File: config.mk
export PLATFORM = sky130hd
export DESIGN_NAME = ebw_bus_ctrl
export DESIGN_NICKNAME = d
export VERILOG_FILES = /design/src/ebw_pkg.sv /design/src/ebw_sync.sv /design/src/ebw_space_decode.sv /design/src/ebw_bus_ctrl.sv
export SDC_FILE = /design/constraint.sdc
export NUM_CORES = 1
export LEC_CHECK = 0
export BUFFER_PORTS_ARGS = -buffer_cell sky130_fd_sc_hd__buf_4
export CORE_UTILIZATION = 56
export DETAILED_ROUTE_END_ITERATION = 8
export GPL_TIMING_DRIVEN = 0
export PLACE_DENSITY = 0.93
export SYNTH_ARGS = -nofsm -noshare
export SYNTH_HDL_FRONTEND = slang
export SYNTH_SLANG_ARGS = --single-unit
File: constraint.sdc
create_clock -name CLK_I -period 5.25 [get_ports CLK_I]
set_input_delay 0.2625 -clock CLK_I [delete_from_list [all_inputs] [get_ports CLK_I]]
set_output_delay 0.2625 -clock CLK_I [all_outputs]
set_load 0.02 [all_outputs]
File: src/ebw_pkg.sv
// Shared constants, types and helpers for the external bus wait controller.
// Assumes a 25 MHz system clock; the files that use these names refer to them by scope.
package ebw_pkg;

  ////////////////////////////////////////////////////////////////////////////
  // Register offsets on the plain register port
  localparam logic [1:0] OFS_MODE = 2'h0; // Memory extension mode
  localparam logic [1:0] OFS_WAIT_LOW = 2'h1; // Waits for the four low spaces
  localparam logic [1:0] OFS_WAIT_HIGH = 2'h2; // Waits for the four high spaces
  localparam logic [1:0] OFS_STATUS = 2'h3; // Read-only block state

  ////////////////////////////////////////////////////////////////////////////
  // Reset values and fixed fields
  localparam logic [7:0] MODE_RESET = 8'h20; // External cycle for ROM, address wait on
  localparam logic [7:0] WAIT_LOW_RESET = 8'hAA; // Two waits in every low space
  localparam logic [15:0] WAIT_HIGH_RESET = 16'hAAAA; // Two waits in every high space
  localparam logic [7:0] WAIT_HIGH_FIXED = 8'hAA; // Upper byte is fixed

  ////////////////////////////////////////////////////////////////////////////
  // Mode register fields
  localparam int MODE_SIZE_LSB = 0; // Extension size, three bits
  localparam int MODE_AW_BIT = 5; // address_wait_enable
  localparam int MODE_FETCH_BIT = 6; // rom_fetch_cycle_select, 1 = high-speed fetch

  // Extension size codes
  localparam logic [2:0] SIZE_SINGLE = 3'h0; // No external bus
  localparam logic [2:0] SIZE_256B = 3'h1;
  localparam logic [2:0] SIZE_4K = 3'h2;
  localparam logic [2:0] SIZE_16K = 3'h3;
  localparam logic [2:0] SIZE_64K = 3'h4;
  localparam logic [2:0] SIZE_256K = 3'h5;

  // Two-bit wait field codes
  localparam logic [1:0] WAIT_NONE = 2'h0;
  localparam logic [1:0] WAIT_ONE = 2'h1;
  localparam logic [1:0] WAIT_TWO = 2'h2;
  localparam logic [1:0] WAIT_EXT = 2'h3;

  ////////////////////////////////////////////////////////////////////////////
  // Internal memory map and the external SFR window
  localparam logic [19:0] ROM_LOW_END = 20'h0EE00; // First address past low ROM
  localparam logic [19:0] ROM_HIGH_BASE = 20'h10000; // Upper ROM block start
  localparam logic [19:0] ROM_HIGH_END = 20'h20000; // First address past upper ROM
  localparam logic [19:0] SFR_BASE = 20'h0FF00; // Internal SFR start, RAM below
  localparam logic [19:0] XSFR_BASE = 20'h0FFD0; // External SFR window start
  localparam logic [19:0] XSFR_END = 20'h0FFDF; // External SFR window end

  // Time for one access wait, and its cycle count at 25 MHz
  localparam int CLK_PERIOD_NS = 40;
  localparam int WAIT_STEP_NS = 40;
  localparam int WAIT_STEP_CYC = (WAIT_STEP_NS + CLK_PERIOD_NS - 1) / CLK_PERIOD_NS;

  ////////////////////////////////////////////////////////////////////////////
  // Types
  typedef struct packed {
    logic [19:0] addr; // Program address
    logic write; // 1 = write
    logic [7:0] wdata; // Write byte
  } ebw_req_s;

  typedef enum logic [3:0] {
    RGN_EXT = 4'h1, // External memory
    RGN_ROM = 4'h2, // Internal ROM
    RGN_RAM = 4'h4, // Internal RAM
    RGN_SFR = 4'h8 // Internal SFR
  } ebw_region_e;

  typedef enum logic [4:0] {
    ST_IDLE = 5'h01, // Waiting for a request
    ST_ADDR = 5'h02, // Address out, latch strobe high
    ST_AWAIT = 5'h04, // Address wait, latch strobe held high
    ST_DATA = 5'h08, // Read or write strobe low
    ST_END = 5'h10 // Strobes released, answer given
  } ebw_state_e;

  ////////////////////////////////////////////////////////////////////////////
  // Mask of the address bits that reach the pins for a size code
  function automatic logic [19:0] ext_mask(input logic [2:0] size);
    logic [19:0] m;
    m = 20'hFFFFF;
    unique case (size)
      SIZE_SINGLE: m = 20'h00000;
      SIZE_256B: m = 20'h000FF;
      SIZE_4K: m = 20'h00FFF;
      SIZE_16K: m = 20'h03FFF;
      SIZE_64K: m = 20'h0FFFF;
      SIZE_256K: m = 20'h3FFFF;
      default: m = 20'hFFFFF; // Both remaining codes are the 1-Mbyte mode
    endcase
    return m;
  endfunction : ext_mask

endpackage : ebw_pkg

File: src/ebw_sync.sv
// Two-stage synchroniser for pin inputs of any width.
// Assumes the pins are asynchronous to CLK_I; only the second stage is read.
`timescale 1ns/1ps
`default_nettype none
module ebw_sync #(
  parameter int WIDTH = 1
) (
  input wire logic clk_i,
  input wire logic reset_i,
  input wire logic [WIDTH-1:0] async_i,
  output logic [WIDTH-1:0] sync_o
);

  logic [WIDTH-1:0] stage1; // First stage, read only by the second

  // Two flip-flops in series
  always_ff @(posedge clk_i or posedge reset_i)
  begin
    if (reset_i)
    begin
      stage1 <= '0;
      sync_o <= '0;
    end
    else
    begin
      stage1 <= async_i;
      sync_o <= stage1;
    end
  end

endmodule : ebw_sync
`default_nettype wire

File: src/ebw_space_decode.sv
// Address classification and wait field selection for one request.
// Assumes registered mode and wait settings; purely combinational.
`timescale 1ns/1ps
`default_nettype none
module ebw_space_decode (
  input wire logic [19:0] addr_i,
  input wire logic [7:0] mode_i,
  input wire logic [7:0] wait_low_i,
  input wire logic [7:0] wait_high_i,
  output ebw_pkg::ebw_region_e region_o,
  output logic [1:0] wait_sel_o,
  output logic ext_wait_used_o
);

  logic [2:0] size; // Extension size code
  logic in_rom; // Hit in either ROM block
  logic in_xsfr; // Hit in the external SFR window

  // Region of the address
  always_comb
  begin
    size = mode_i[ebw_pkg::MODE_SIZE_LSB +: 3];
    in_rom = (addr_i < ebw_pkg::ROM_LOW_END) ||
             ((addr_i >= ebw_pkg::ROM_HIGH_BASE) && (addr_i < ebw_pkg::ROM_HIGH_END));
    in_xsfr = (addr_i >= ebw_pkg::XSFR_BASE) && (addr_i <= ebw_pkg::XSFR_END);
    if (in_rom)
      region_o = ebw_pkg::RGN_ROM;
    else if ((addr_i >= ebw_pkg::ROM_LOW_END) && (addr_i < ebw_pkg::SFR_BASE))
      region_o = ebw_pkg::RGN_RAM;
    else if ((addr_i >= ebw_pkg::SFR_BASE) && (addr_i < ebw_pkg::ROM_HIGH_BASE))
      // Window goes outside only when the bus is in use
      region_o = (in_xsfr && (size != ebw_pkg::SIZE_SINGLE)) ? ebw_pkg::RGN_EXT
                                                             : ebw_pkg::RGN_SFR;
    else
      region_o = ebw_pkg::RGN_EXT;
  end

  // Eight spaces: four 16-Kbyte below 10000H, four above it
  always_comb
  begin
    if (addr_i[19:16] == 4'h0)
      wait_sel_o = wait_low_i[{addr_i[15:14], 1'b0} +: 2];
    else
      wait_sel_o = wait_high_i[{addr_i[19:18], 1'b0} +: 2];
  end

  // Wait pin is needed when any space selects external control
  always_comb
  begin
    ext_wait_used_o = 1'b0;
    for (int i = 0; i < 4; i++)
    begin
      if ((wait_low_i[2*i +: 2] == ebw_pkg::WAIT_EXT) ||
          (wait_high_i[2*i +: 2] == ebw_pkg::WAIT_EXT))
        ext_wait_used_o = 1'b1;
    end
  end

endmodule : ebw_space_decode
`default_nettype wire

File: src/ebw_bus_ctrl.sv
// Top of the external local bus controller with wait insertion.
// Assumes a single-cycle register port and a CPU that waits for the answer.
//
// The register offsets and the plain strobed port were left to the implementer.
`timescale 1ns/1ps
`default_nettype none
module ebw_bus_ctrl (
  input wire logic CLK_I,
  input wire logic RESET_I,
  // CPU request side
  input wire logic REQ_VALID_I,
  input wire ebw_pkg::ebw_req_s REQ_I,
  output logic BUSY_O,
  output logic ACK_O,
  output logic [7:0] RDATA_O,
  output logic INTERNAL_O,
  // Register port
  input wire logic [1:0] REG_ADDR_I,
  input wire logic [15:0] REG_WDATA_I,
  input wire logic REG_WR_I,
  input wire logic REG_RD_I,
  output logic [15:0] REG_RDATA_O,
  // Local bus pins
  output logic ADDRESS_LATCH_STROBE_O,
  output logic RD_N_O,
  output logic WR_N_O,
  output logic [7:0] MUXED_ADDR_DATA_O,
  output logic MUXED_ADDR_DATA_OE_O,
  input wire logic [7:0] MUXED_ADDR_DATA_I,
  output logic [11:0] UPPER_ADDR_O,
  output logic [11:0] UPPER_ADDR_OE_O,
  input wire logic WAIT_N_I,
  // Pin function selects
  output logic STROBE_PINS_EN_O,
  output logic WAIT_PIN_EN_O
);

  ////////////////////////////////////////////////////////////////////////////
  // Declarations
  logic [7:0] mode; // memory_extension_mode
  logic [7:0] wait_low; // wait_control_low_spaces
  logic [7:0] wait_high; // Low byte of wait_control_high_spaces
  ebw_pkg::ebw_state_e state; // Bus cycle state
  ebw_pkg::ebw_state_e next_state;
  ebw_pkg::ebw_req_s req; // Request being served
  logic pins_on; // Cycle of the held request reaches the pins
  logic next_pins_on;
  logic [1:0] wait_cnt; // Access waits still to insert
  logic ext_wait; // Held request uses the wait pin
  logic [1:0] dec_wait_sel; // Wait field of the incoming address
  ebw_pkg::ebw_region_e dec_region; // Region of the incoming address
  logic dec_ext_used; // Some space selects the wait pin
  logic [7:0] ad_sync; // Synchronised address/data pins
  logic wait_n_sync; // Synchronised wait pin
  logic [2:0] size; // Extension size code
  logic bus_on; // Extension mode active
  logic fast; // Incoming request finishes without a bus cycle
  logic [19:0] size_mask; // Address bits that reach the pins
  logic [19:0] out_addr; // Masked incoming address for the pins

  ////////////////////////////////////////////////////////////////////////////
  // Submodules
  ebw_space_decode u_decode (
    .addr_i(REQ_I.addr),
    .mode_i(mode),
    .wait_low_i(wait_low),
    .wait_high_i(wait_high),
    .region_o(dec_region),
    .wait_sel_o(dec_wait_sel),
    .ext_wait_used_o(dec_ext_used)
  );

  ebw_sync #(
    .WIDTH(9)
  ) u_sync (
    .clk_i(CLK_I),
    .reset_i(RESET_I),
    .async_i({WAIT_N_I, MUXED_ADDR_DATA_I}),
    .sync_o({wait_n_sync, ad_sync})
  );

  ////////////////////////////////////////////////////////////////////////////
  // Decoding of the incoming request
  always_comb
  begin
    size = mode[ebw_pkg::MODE_SIZE_LSB +: 3];
    bus_on = (size != ebw_pkg::SIZE_SINGLE);
    // RAM, SFR and fast-fetch ROM skip the cycle entirely
    fast = (dec_region == ebw_pkg::RGN_RAM) || (dec_region == ebw_pkg::RGN_SFR) ||
           ((dec_region == ebw_pkg::RGN_ROM) && mode[ebw_pkg::MODE_FETCH_BIT]) ||
           ((dec_region == ebw_pkg::RGN_EXT) && !bus_on);
    // Only external hits toggle pins; internal ROM runs the timing silently
    next_pins_on = (dec_region == ebw_pkg::RGN_EXT) && bus_on;
    size_mask = ebw_pkg::ext_mask(size);
    out_addr = REQ_I.addr & size_mask;
  end

  ////////////////////////////////////////////////////////////////////////////
  // Next state of the bus cycle
  always_comb
  begin
    next_state = state;
    unique case (state)
      ebw_pkg::ST_IDLE:
      begin
        if (REQ_VALID_I && !fast)
          next_state = ebw_pkg::ST_ADDR;
      end
      ebw_pkg::ST_ADDR:
      begin
        // Address wait also covers ROM on the external cycle
        if (mode[ebw_pkg::MODE_AW_BIT])
          next_state = ebw_pkg::ST_AWAIT;
        else
          next_state = ebw_pkg::ST_DATA;
      end
      ebw_pkg::ST_AWAIT:
        next_state = ebw_pkg::ST_DATA;
      ebw_pkg::ST_DATA:
      begin
        // Programmed count first, then the wait pin if selected
        if ((wait_cnt == 2'h0) && !(ext_wait && !wait_n_sync))
          next_state = ebw_pkg::ST_END;
      end
      ebw_pkg::ST_END:
        next_state = ebw_pkg::ST_IDLE;
    endcase
  end

  // State register
  always_ff @(posedge CLK_I or posedge RESET_I)
  begin
    if (RESET_I)
      state <= ebw_pkg::ST_IDLE;
    else
      state <= next_state;
  end

  ////////////////////////////////////////////////////////////////////////////
  // Capture of the request and its wait selection
  always_ff @(posedge CLK_I or posedge RESET_I)
  begin
    if (RESET_I)
    begin
      req <= '0;
      pins_on <= 1'b0;
      ext_wait <= 1'b0;
    end
    else if ((state == ebw_pkg::ST_IDLE) && REQ_VALID_I && !fast)
    begin
      req <= REQ_I;
      pins_on <= next_pins_on;
      // External control applies even to ROM, which may hang it
      ext_wait <= (dec_wait_sel == ebw_pkg::WAIT_EXT);
    end
  end

  // Access wait counter, loaded when a request arrives in idle
  always_ff @(posedge CLK_I or posedge RESET_I)
  begin
    if (RESET_I)
      wait_cnt <= 2'h0;
    else if ((state == ebw_pkg::ST_IDLE) && REQ_VALID_I)
      // External control counts no fixed waits
      wait_cnt <= (dec_wait_sel == ebw_pkg::WAIT_EXT) ? 2'h0 : dec_wait_sel;
    else if ((state == ebw_pkg::ST_DATA) && (wait_cnt != 2'h0))
      wait_cnt <= wait_cnt - 2'(ebw_pkg::WAIT_STEP_CYC);
  end

  ////////////////////////////////////////////////////////////////////////////
  // Bus pins, all registered from the next state
  always_ff @(posedge CLK_I or posedge RESET_I)
  begin
    if (RESET_I)
    begin
      ADDRESS_LATCH_STROBE_O <= 1'b0;
      RD_N_O <= 1'b1;
      WR_N_O <= 1'b1;
      MUXED_ADDR_DATA_OE_O <= 1'b0;
    end
    else
    begin
      unique case (next_state)
        ebw_pkg::ST_ADDR, ebw_pkg::ST_AWAIT:
        begin
          // Latch strobe high, held one extra cycle in the wait
          ADDRESS_LATCH_STROBE_O <= (state == ebw_pkg::ST_IDLE) ? next_pins_on : pins_on;
          RD_N_O <= 1'b1;
          WR_N_O <= 1'b1;
          MUXED_ADDR_DATA_OE_O <= (state == ebw_pkg::ST_IDLE) ? next_pins_on : pins_on;
        end
        ebw_pkg::ST_DATA:
        begin
          // Latch falls, strobe goes low
          ADDRESS_LATCH_STROBE_O <= 1'b0;
          RD_N_O <= !(pins_on && !req.write);
          WR_N_O <= !(pins_on && req.write);
          MUXED_ADDR_DATA_OE_O <= pins_on && req.write;
        end
        default:
        begin
          // Idle and end: strobes inactive, bus released
          ADDRESS_LATCH_STROBE_O <= 1'b0;
          RD_N_O <= 1'b1;
          WR_N_O <= 1'b1;
          MUXED_ADDR_DATA_OE_O <= 1'b0;
        end
      endcase
    end
  end

  // Address and data values; address held between external cycles
  always_ff @(posedge CLK_I or posedge RESET_I)
  begin
    if (RESET_I)
    begin
      MUXED_ADDR_DATA_O <= 8'h00;
      UPPER_ADDR_O <= 12'h000;
    end
    else if ((state == ebw_pkg::ST_IDLE) && REQ_VALID_I && !fast && next_pins_on)
    begin
      // Address goes out with the rising latch strobe
      MUXED_ADDR_DATA_O <= out_addr[7:0];
      UPPER_ADDR_O <= out_addr[19:8];
    end
    else if (pins_on && (next_state == ebw_pkg::ST_DATA) && req.write)
      MUXED_ADDR_DATA_O <= req.wdata;
  end

  ////////////////////////////////////////////////////////////////////////////
  // Pin function selects
  always_ff @(posedge CLK_I or posedge RESET_I)
  begin
    if (RESET_I)
    begin
      STROBE_PINS_EN_O <= 1'b0;
      UPPER_ADDR_OE_O <= 12'h000;
      WAIT_PIN_EN_O <= 1'b0;
    end
    else
    begin
      STROBE_PINS_EN_O <= bus_on;
      UPPER_ADDR_OE_O <= size_mask[19:8];
      WAIT_PIN_EN_O <= bus_on && dec_ext_used;
    end
  end

  ////////////////////////////////////////////////////////////////////////////
  // Answer to the CPU
  always_ff @(posedge CLK_I or posedge RESET_I)
  begin
    if (RESET_I)
    begin
      ACK_O <= 1'b0;
      RDATA_O <= 8'h00;
      INTERNAL_O <= 1'b0;
      BUSY_O <= 1'b0;
    end
    else
    begin
      BUSY_O <= (next_state != ebw_pkg::ST_IDLE);
      if ((state == ebw_pkg::ST_IDLE) && REQ_VALID_I && fast)
      begin
        // Internal hit served elsewhere; no pin activity
        ACK_O <= 1'b1;
        INTERNAL_O <= 1'b1;
      end
      else if ((state == ebw_pkg::ST_DATA) && (next_state == ebw_pkg::ST_END))
      begin
        ACK_O <= 1'b1;
        INTERNAL_O <= !pins_on;
        if (!req.write)
          RDATA_O <= pins_on ? ad_sync : 8'hFF;
      end
      else
      begin
        ACK_O <= 1'b0;
        INTERNAL_O <= 1'b0;
      end
    end
  end

  ////////////////////////////////////////////////////////////////////////////
  // Register writes
  always_ff @(posedge CLK_I or posedge RESET_I)
  begin
    if (RESET_I)
    begin
      mode <= ebw_pkg::MODE_RESET;
      wait_low <= ebw_pkg::WAIT_LOW_RESET;
      wait_high <= ebw_pkg::WAIT_HIGH_RESET[7:0];
    end
    else if (REG_WR_I)
    begin
      unique case (REG_ADDR_I)
        ebw_pkg::OFS_MODE: mode <= REG_WDATA_I[7:0];
        ebw_pkg::OFS_WAIT_LOW: wait_low <= REG_WDATA_I[7:0];
        // Upper byte is fixed, so written bits above are dropped
        ebw_pkg::OFS_WAIT_HIGH: wait_high <= REG_WDATA_I[7:0];
        default: mode <= mode; // Status is read-only
      endcase
    end
  end

  // Register reads, answered in the following cycle
  always_ff @(posedge CLK_I or posedge RESET_I)
  begin
    if (RESET_I)
      REG_RDATA_O <= 16'h0000;
    else if (REG_RD_I)
    begin
      unique case (REG_ADDR_I)
        ebw_pkg::OFS_MODE: REG_RDATA_O <= {8'h00, mode};
        ebw_pkg::OFS_WAIT_LOW: REG_RDATA_O <= {8'h00, wait_low};
        ebw_pkg::OFS_WAIT_HIGH: REG_RDATA_O <= {ebw_pkg::WAIT_HIGH_FIXED, wait_high};
        default: REG_RDATA_O <= {8'h00, 3'h0, state}; // Cycle state, one-hot
      endcase
    end
    else
      REG_RDATA_O <= 16'h0000;
  end

endmodule : ebw_bus_ctrl
`default_nettype wire

==> flow_summary.json <==
{
  "status": "finished, final reports clean",
  "min_period_ps": 2300,
  "grt_setup_unrepaired": "false",
  "die_h_um": 94.1,
  "firstDrtPassIters": 6,
  "syn_to_final_growth_pct": 28.3,
  "initial_core_util": 0.578,
  "synth_fa_ha_area_frac": 0.00263,
  "worst_pin_slew_ps": 788,
  "dp.cells": 608,
  "synth-seq-cells": 111,
  "skew_ps": 11.2,
  "nFillCells": 565,
  "yosysSeqAreaShare": 0.588,
  "wire_per_inst_um": 16.9,
  "reg2reg_depth": 8,
  "io_pins": 126,
  "maxCapViolations": 0,
  "fin_area_sq_um": 6100,
  "insertion_delay_ps": 370,
  "grt_pass1_wl_mm": 17.3,
  "worstSetupStartpoint": "state[2]",
  "start_kind": "flop",
  "fmax_mhz": 434,
  "ys.flop_type": "dfrtp_1",
  "cp.arrival_ps": 2540,
  "setup_tns_ps": 0,
  "grt_pass1_vias": 3458,
  "clock_sinks": 111,
  "hp-class": "primary input to flop",
  "cts_tree": "yes",
  "routed_wl_mm": 10.7,
  "antenna_found_initial": 0,
  "muxShareOfSynthArea": 0.150,
  "r2r-start": "state[2]",
  "synthDistinctLibCells": 58,
  "critPathCaptureType": "flop",
  "async_flop_share": 1.00,
  "hold_viol_final": 0,
  "nNetsFinal": 586,
  "core_sq_um": 8220,
  "yosysWarnings": 0,
  "dieArea_sq_um": 8860,
  "cts_resized": 0,
  "grt_max_degree": 64,
  "critPathRequiredTime_ps": 5490,
  "instances_no_fill": 634,
  "drc": 0,
  "p_per_area_nw_per_um2": 474,
  "synthCells": 386,
  "syn_area_sq_um": 4750,
  "grt_use_total": 0.259,
  "post-cts-setup-buffer-count": 0,
  "detail_route.iter0.violations": 241,
  "setup_viol": 0,
  "synth_xor_area_frac": 0.00553,
  "cts-root-buf": "clkbuf_8",
  "drtAntennaViolNets": 0,
  "grt_overflow_total": 0,
  "synth_edf_count": 0,
  "syn-mean-instance-area_sq_um": 12.3,
  "rows": 33,
  "power_w": 0.00289,
  "synth_compound_area_frac": 0.100,
  "dp_hpwl_mm": 7.77,
  "die_w_um": 94.1,
  "cts.clk_slew.worst_paths_ps": 100,
  "post-route-util": 0.742,
  "rrSetupSlack_ps": 2950,
  "leakage_nw": 2.93,
  "path_max_fanout": 10,
  "report.final.slew_viol_count": 0,
  "fin_crit_sh": 0.439,
  "path_class": "flop to flop",
  "max-vdd-ir-drop_v": 0.000228,
  "via_per_inst": 5.51,
  "gp_congestion": 0.853,
  "portBuffers": 113,
  "relSlewSlack": 0.473,
  "timing.rr.end": "MUXED_ADDR_DATA_O[3]",
  "synth_top_family_by_area": "multiplexers",
  "num_vias": 3494,
  "yosys.area_share.simple": 0.101,
  "clk_path_buf_depth": 2,
  "drive_gt1_frac": 0.399,
  "cts_buffers": 9,
  "antennaDiodeCount": 0,
  "htreeDepth": 3,
  "placed_area_sq_um": 5770,
  "crit_end": "MUXED_ADDR_DATA_O[3]"
}
[report_power, final]
part           internal (W)  switching (W)  total [W]
clock network      0.000274       0.000292   0.000566
logic              0.000495       0.000570    0.00107
registers           0.00110       0.000154    0.00126
[cells in the mapped netlist, drive strengths merged (3+ instances only)]
cell / instances / area, sq um
dfrtp: 99 / 2480
o21ai: 39 / 195
nand2: 37 / 139
mux2: 33 / 372
buf: 22 / 149
inv: 19 / 71.3
nor2: 19 / 88.8
mux2i: 13 / 130
a21oi: 12 / 60.1
dfstp: 12 / 315
and2: 9 / 56.3
mux4: 9 / 210
clkbuf: 7 / 26.3
a31oi: 5 / 31.3
nor4: 4 / 25.0
o211ai: 3 / 22.5
or2: 3 / 21.3
xnor2: 3 / 26.3
[how the worst min path moves through the flow]
stage | start | end | depth (start not counted)
floorplan | MUXED_ADDR_DATA_I[0] | u_sync.stage1[0] | 0
global placement | u_sync.stage1[0] | u_sync.sync_o[0] | 0
detailed placement | u_sync.stage1[1] | u_sync.sync_o[1] | 0
CTS | REQ_I[7] | req[7] | 2
global route | REQ_I[7] | req[7] | 2
finish | REQ_I[7] | req[7] | 2
[critical path, stage by stage, from the launching register on]
cell	delay, ps
dfrtp_1	370
buf_2	160
or3b_1	400
a2111oi_2	420
a21oi_1	140
nand3b_1	180
buf_2	220
mux2i_1	190
a21oi_1	90
[cells in the final DEF, fill, tap and decap left out, drive strengths merged, types with 3 or more instances in the layout]
master / instances
buf: 136
dfrtp: 99
o21ai: 39
nand2: 37
mux2: 33
inv: 22
nor2: 19
clkbuf: 16
mux2i: 13
dfstp: 12
a21oi: 12
dlygate4sd3: 10
and2: 9
mux4: 9
a31oi: 5
nor4: 4
conb: 4
xnor2: 3
o211ai: 3
or2: 3
[routing by layer]
layer / up-vias / share of wire / routed length [um] / track usage
li1: 1604 / - / - / -
met1: 1717 / 0.40 / 4340 / 0.332
met2: 143 / 0.51 / 5490 / 0.437
met3: 30 / 0.056 / 596 / 0.0510
met4: 0 / 0.027 / 293 / 0.0987
met5: - / 0 / 0 / 0
[flip-flops by register name (all words and copies together) (netlist names), 2 cells and up]
register / flops
wait_cnt: 2
UPPER_ADDR_OE_O: 5
wait_low: 8
wait_high: 8
UPPER_ADDR_O: 12
u_sync.sync_o: 9
MUXED_ADDR_DATA_O: 8
u_sync.stage1: 9
REG_RDATA_O: 9
RDATA_O: 8
state: 5
mode: 8
req: 9
[layout make-up]
| cell class | count | area (sq um) | area share |
|---|---|---|---|
| buffer | 29 | 175 | 0.0287 |
| clock buffer | 9 | 124 | 0.0203 |
| clock inverter | 7 | 100 | 0.0164 |
| inverter | 19 | 73.8 | 0.0121 |
| multi-input combinational | 230 | 1720 | 0.283 |
| sequential | 111 | 2790 | 0.458 |
| tap | 105 | 131 | 0.0216 |
| timing repair buffer | 124 | 976 | 0.160 |
[metrics by stage]
step | hold WS, ps | setup WS (ps)
finish | 99.6 | 2950
global placement | 333 | 1070
CTS | 89.4 | 2940
floorplan | 294 | 2080
detailed placement | 335 | 2910
global route | 89.1 | 2760
[logic make-up after synthesis]
kind of cell / after synthesis
other: 1
adder cells (fa/ha/maj): 1
XOR/XNOR: 3
multiplexers: 55
AO/OA/AOI/OAI: 76
flip-flops: 111
buffers and inverters: 48
AND/OR/NAND/NOR: 91
[timing repair]
item,4_1_cts,5_1_grt
setup endpoints to repair,0,0
hold endpoints to repair,55,0
hold buffers,10,0
No activity file was read; power rests on OpenSTA's default activity.
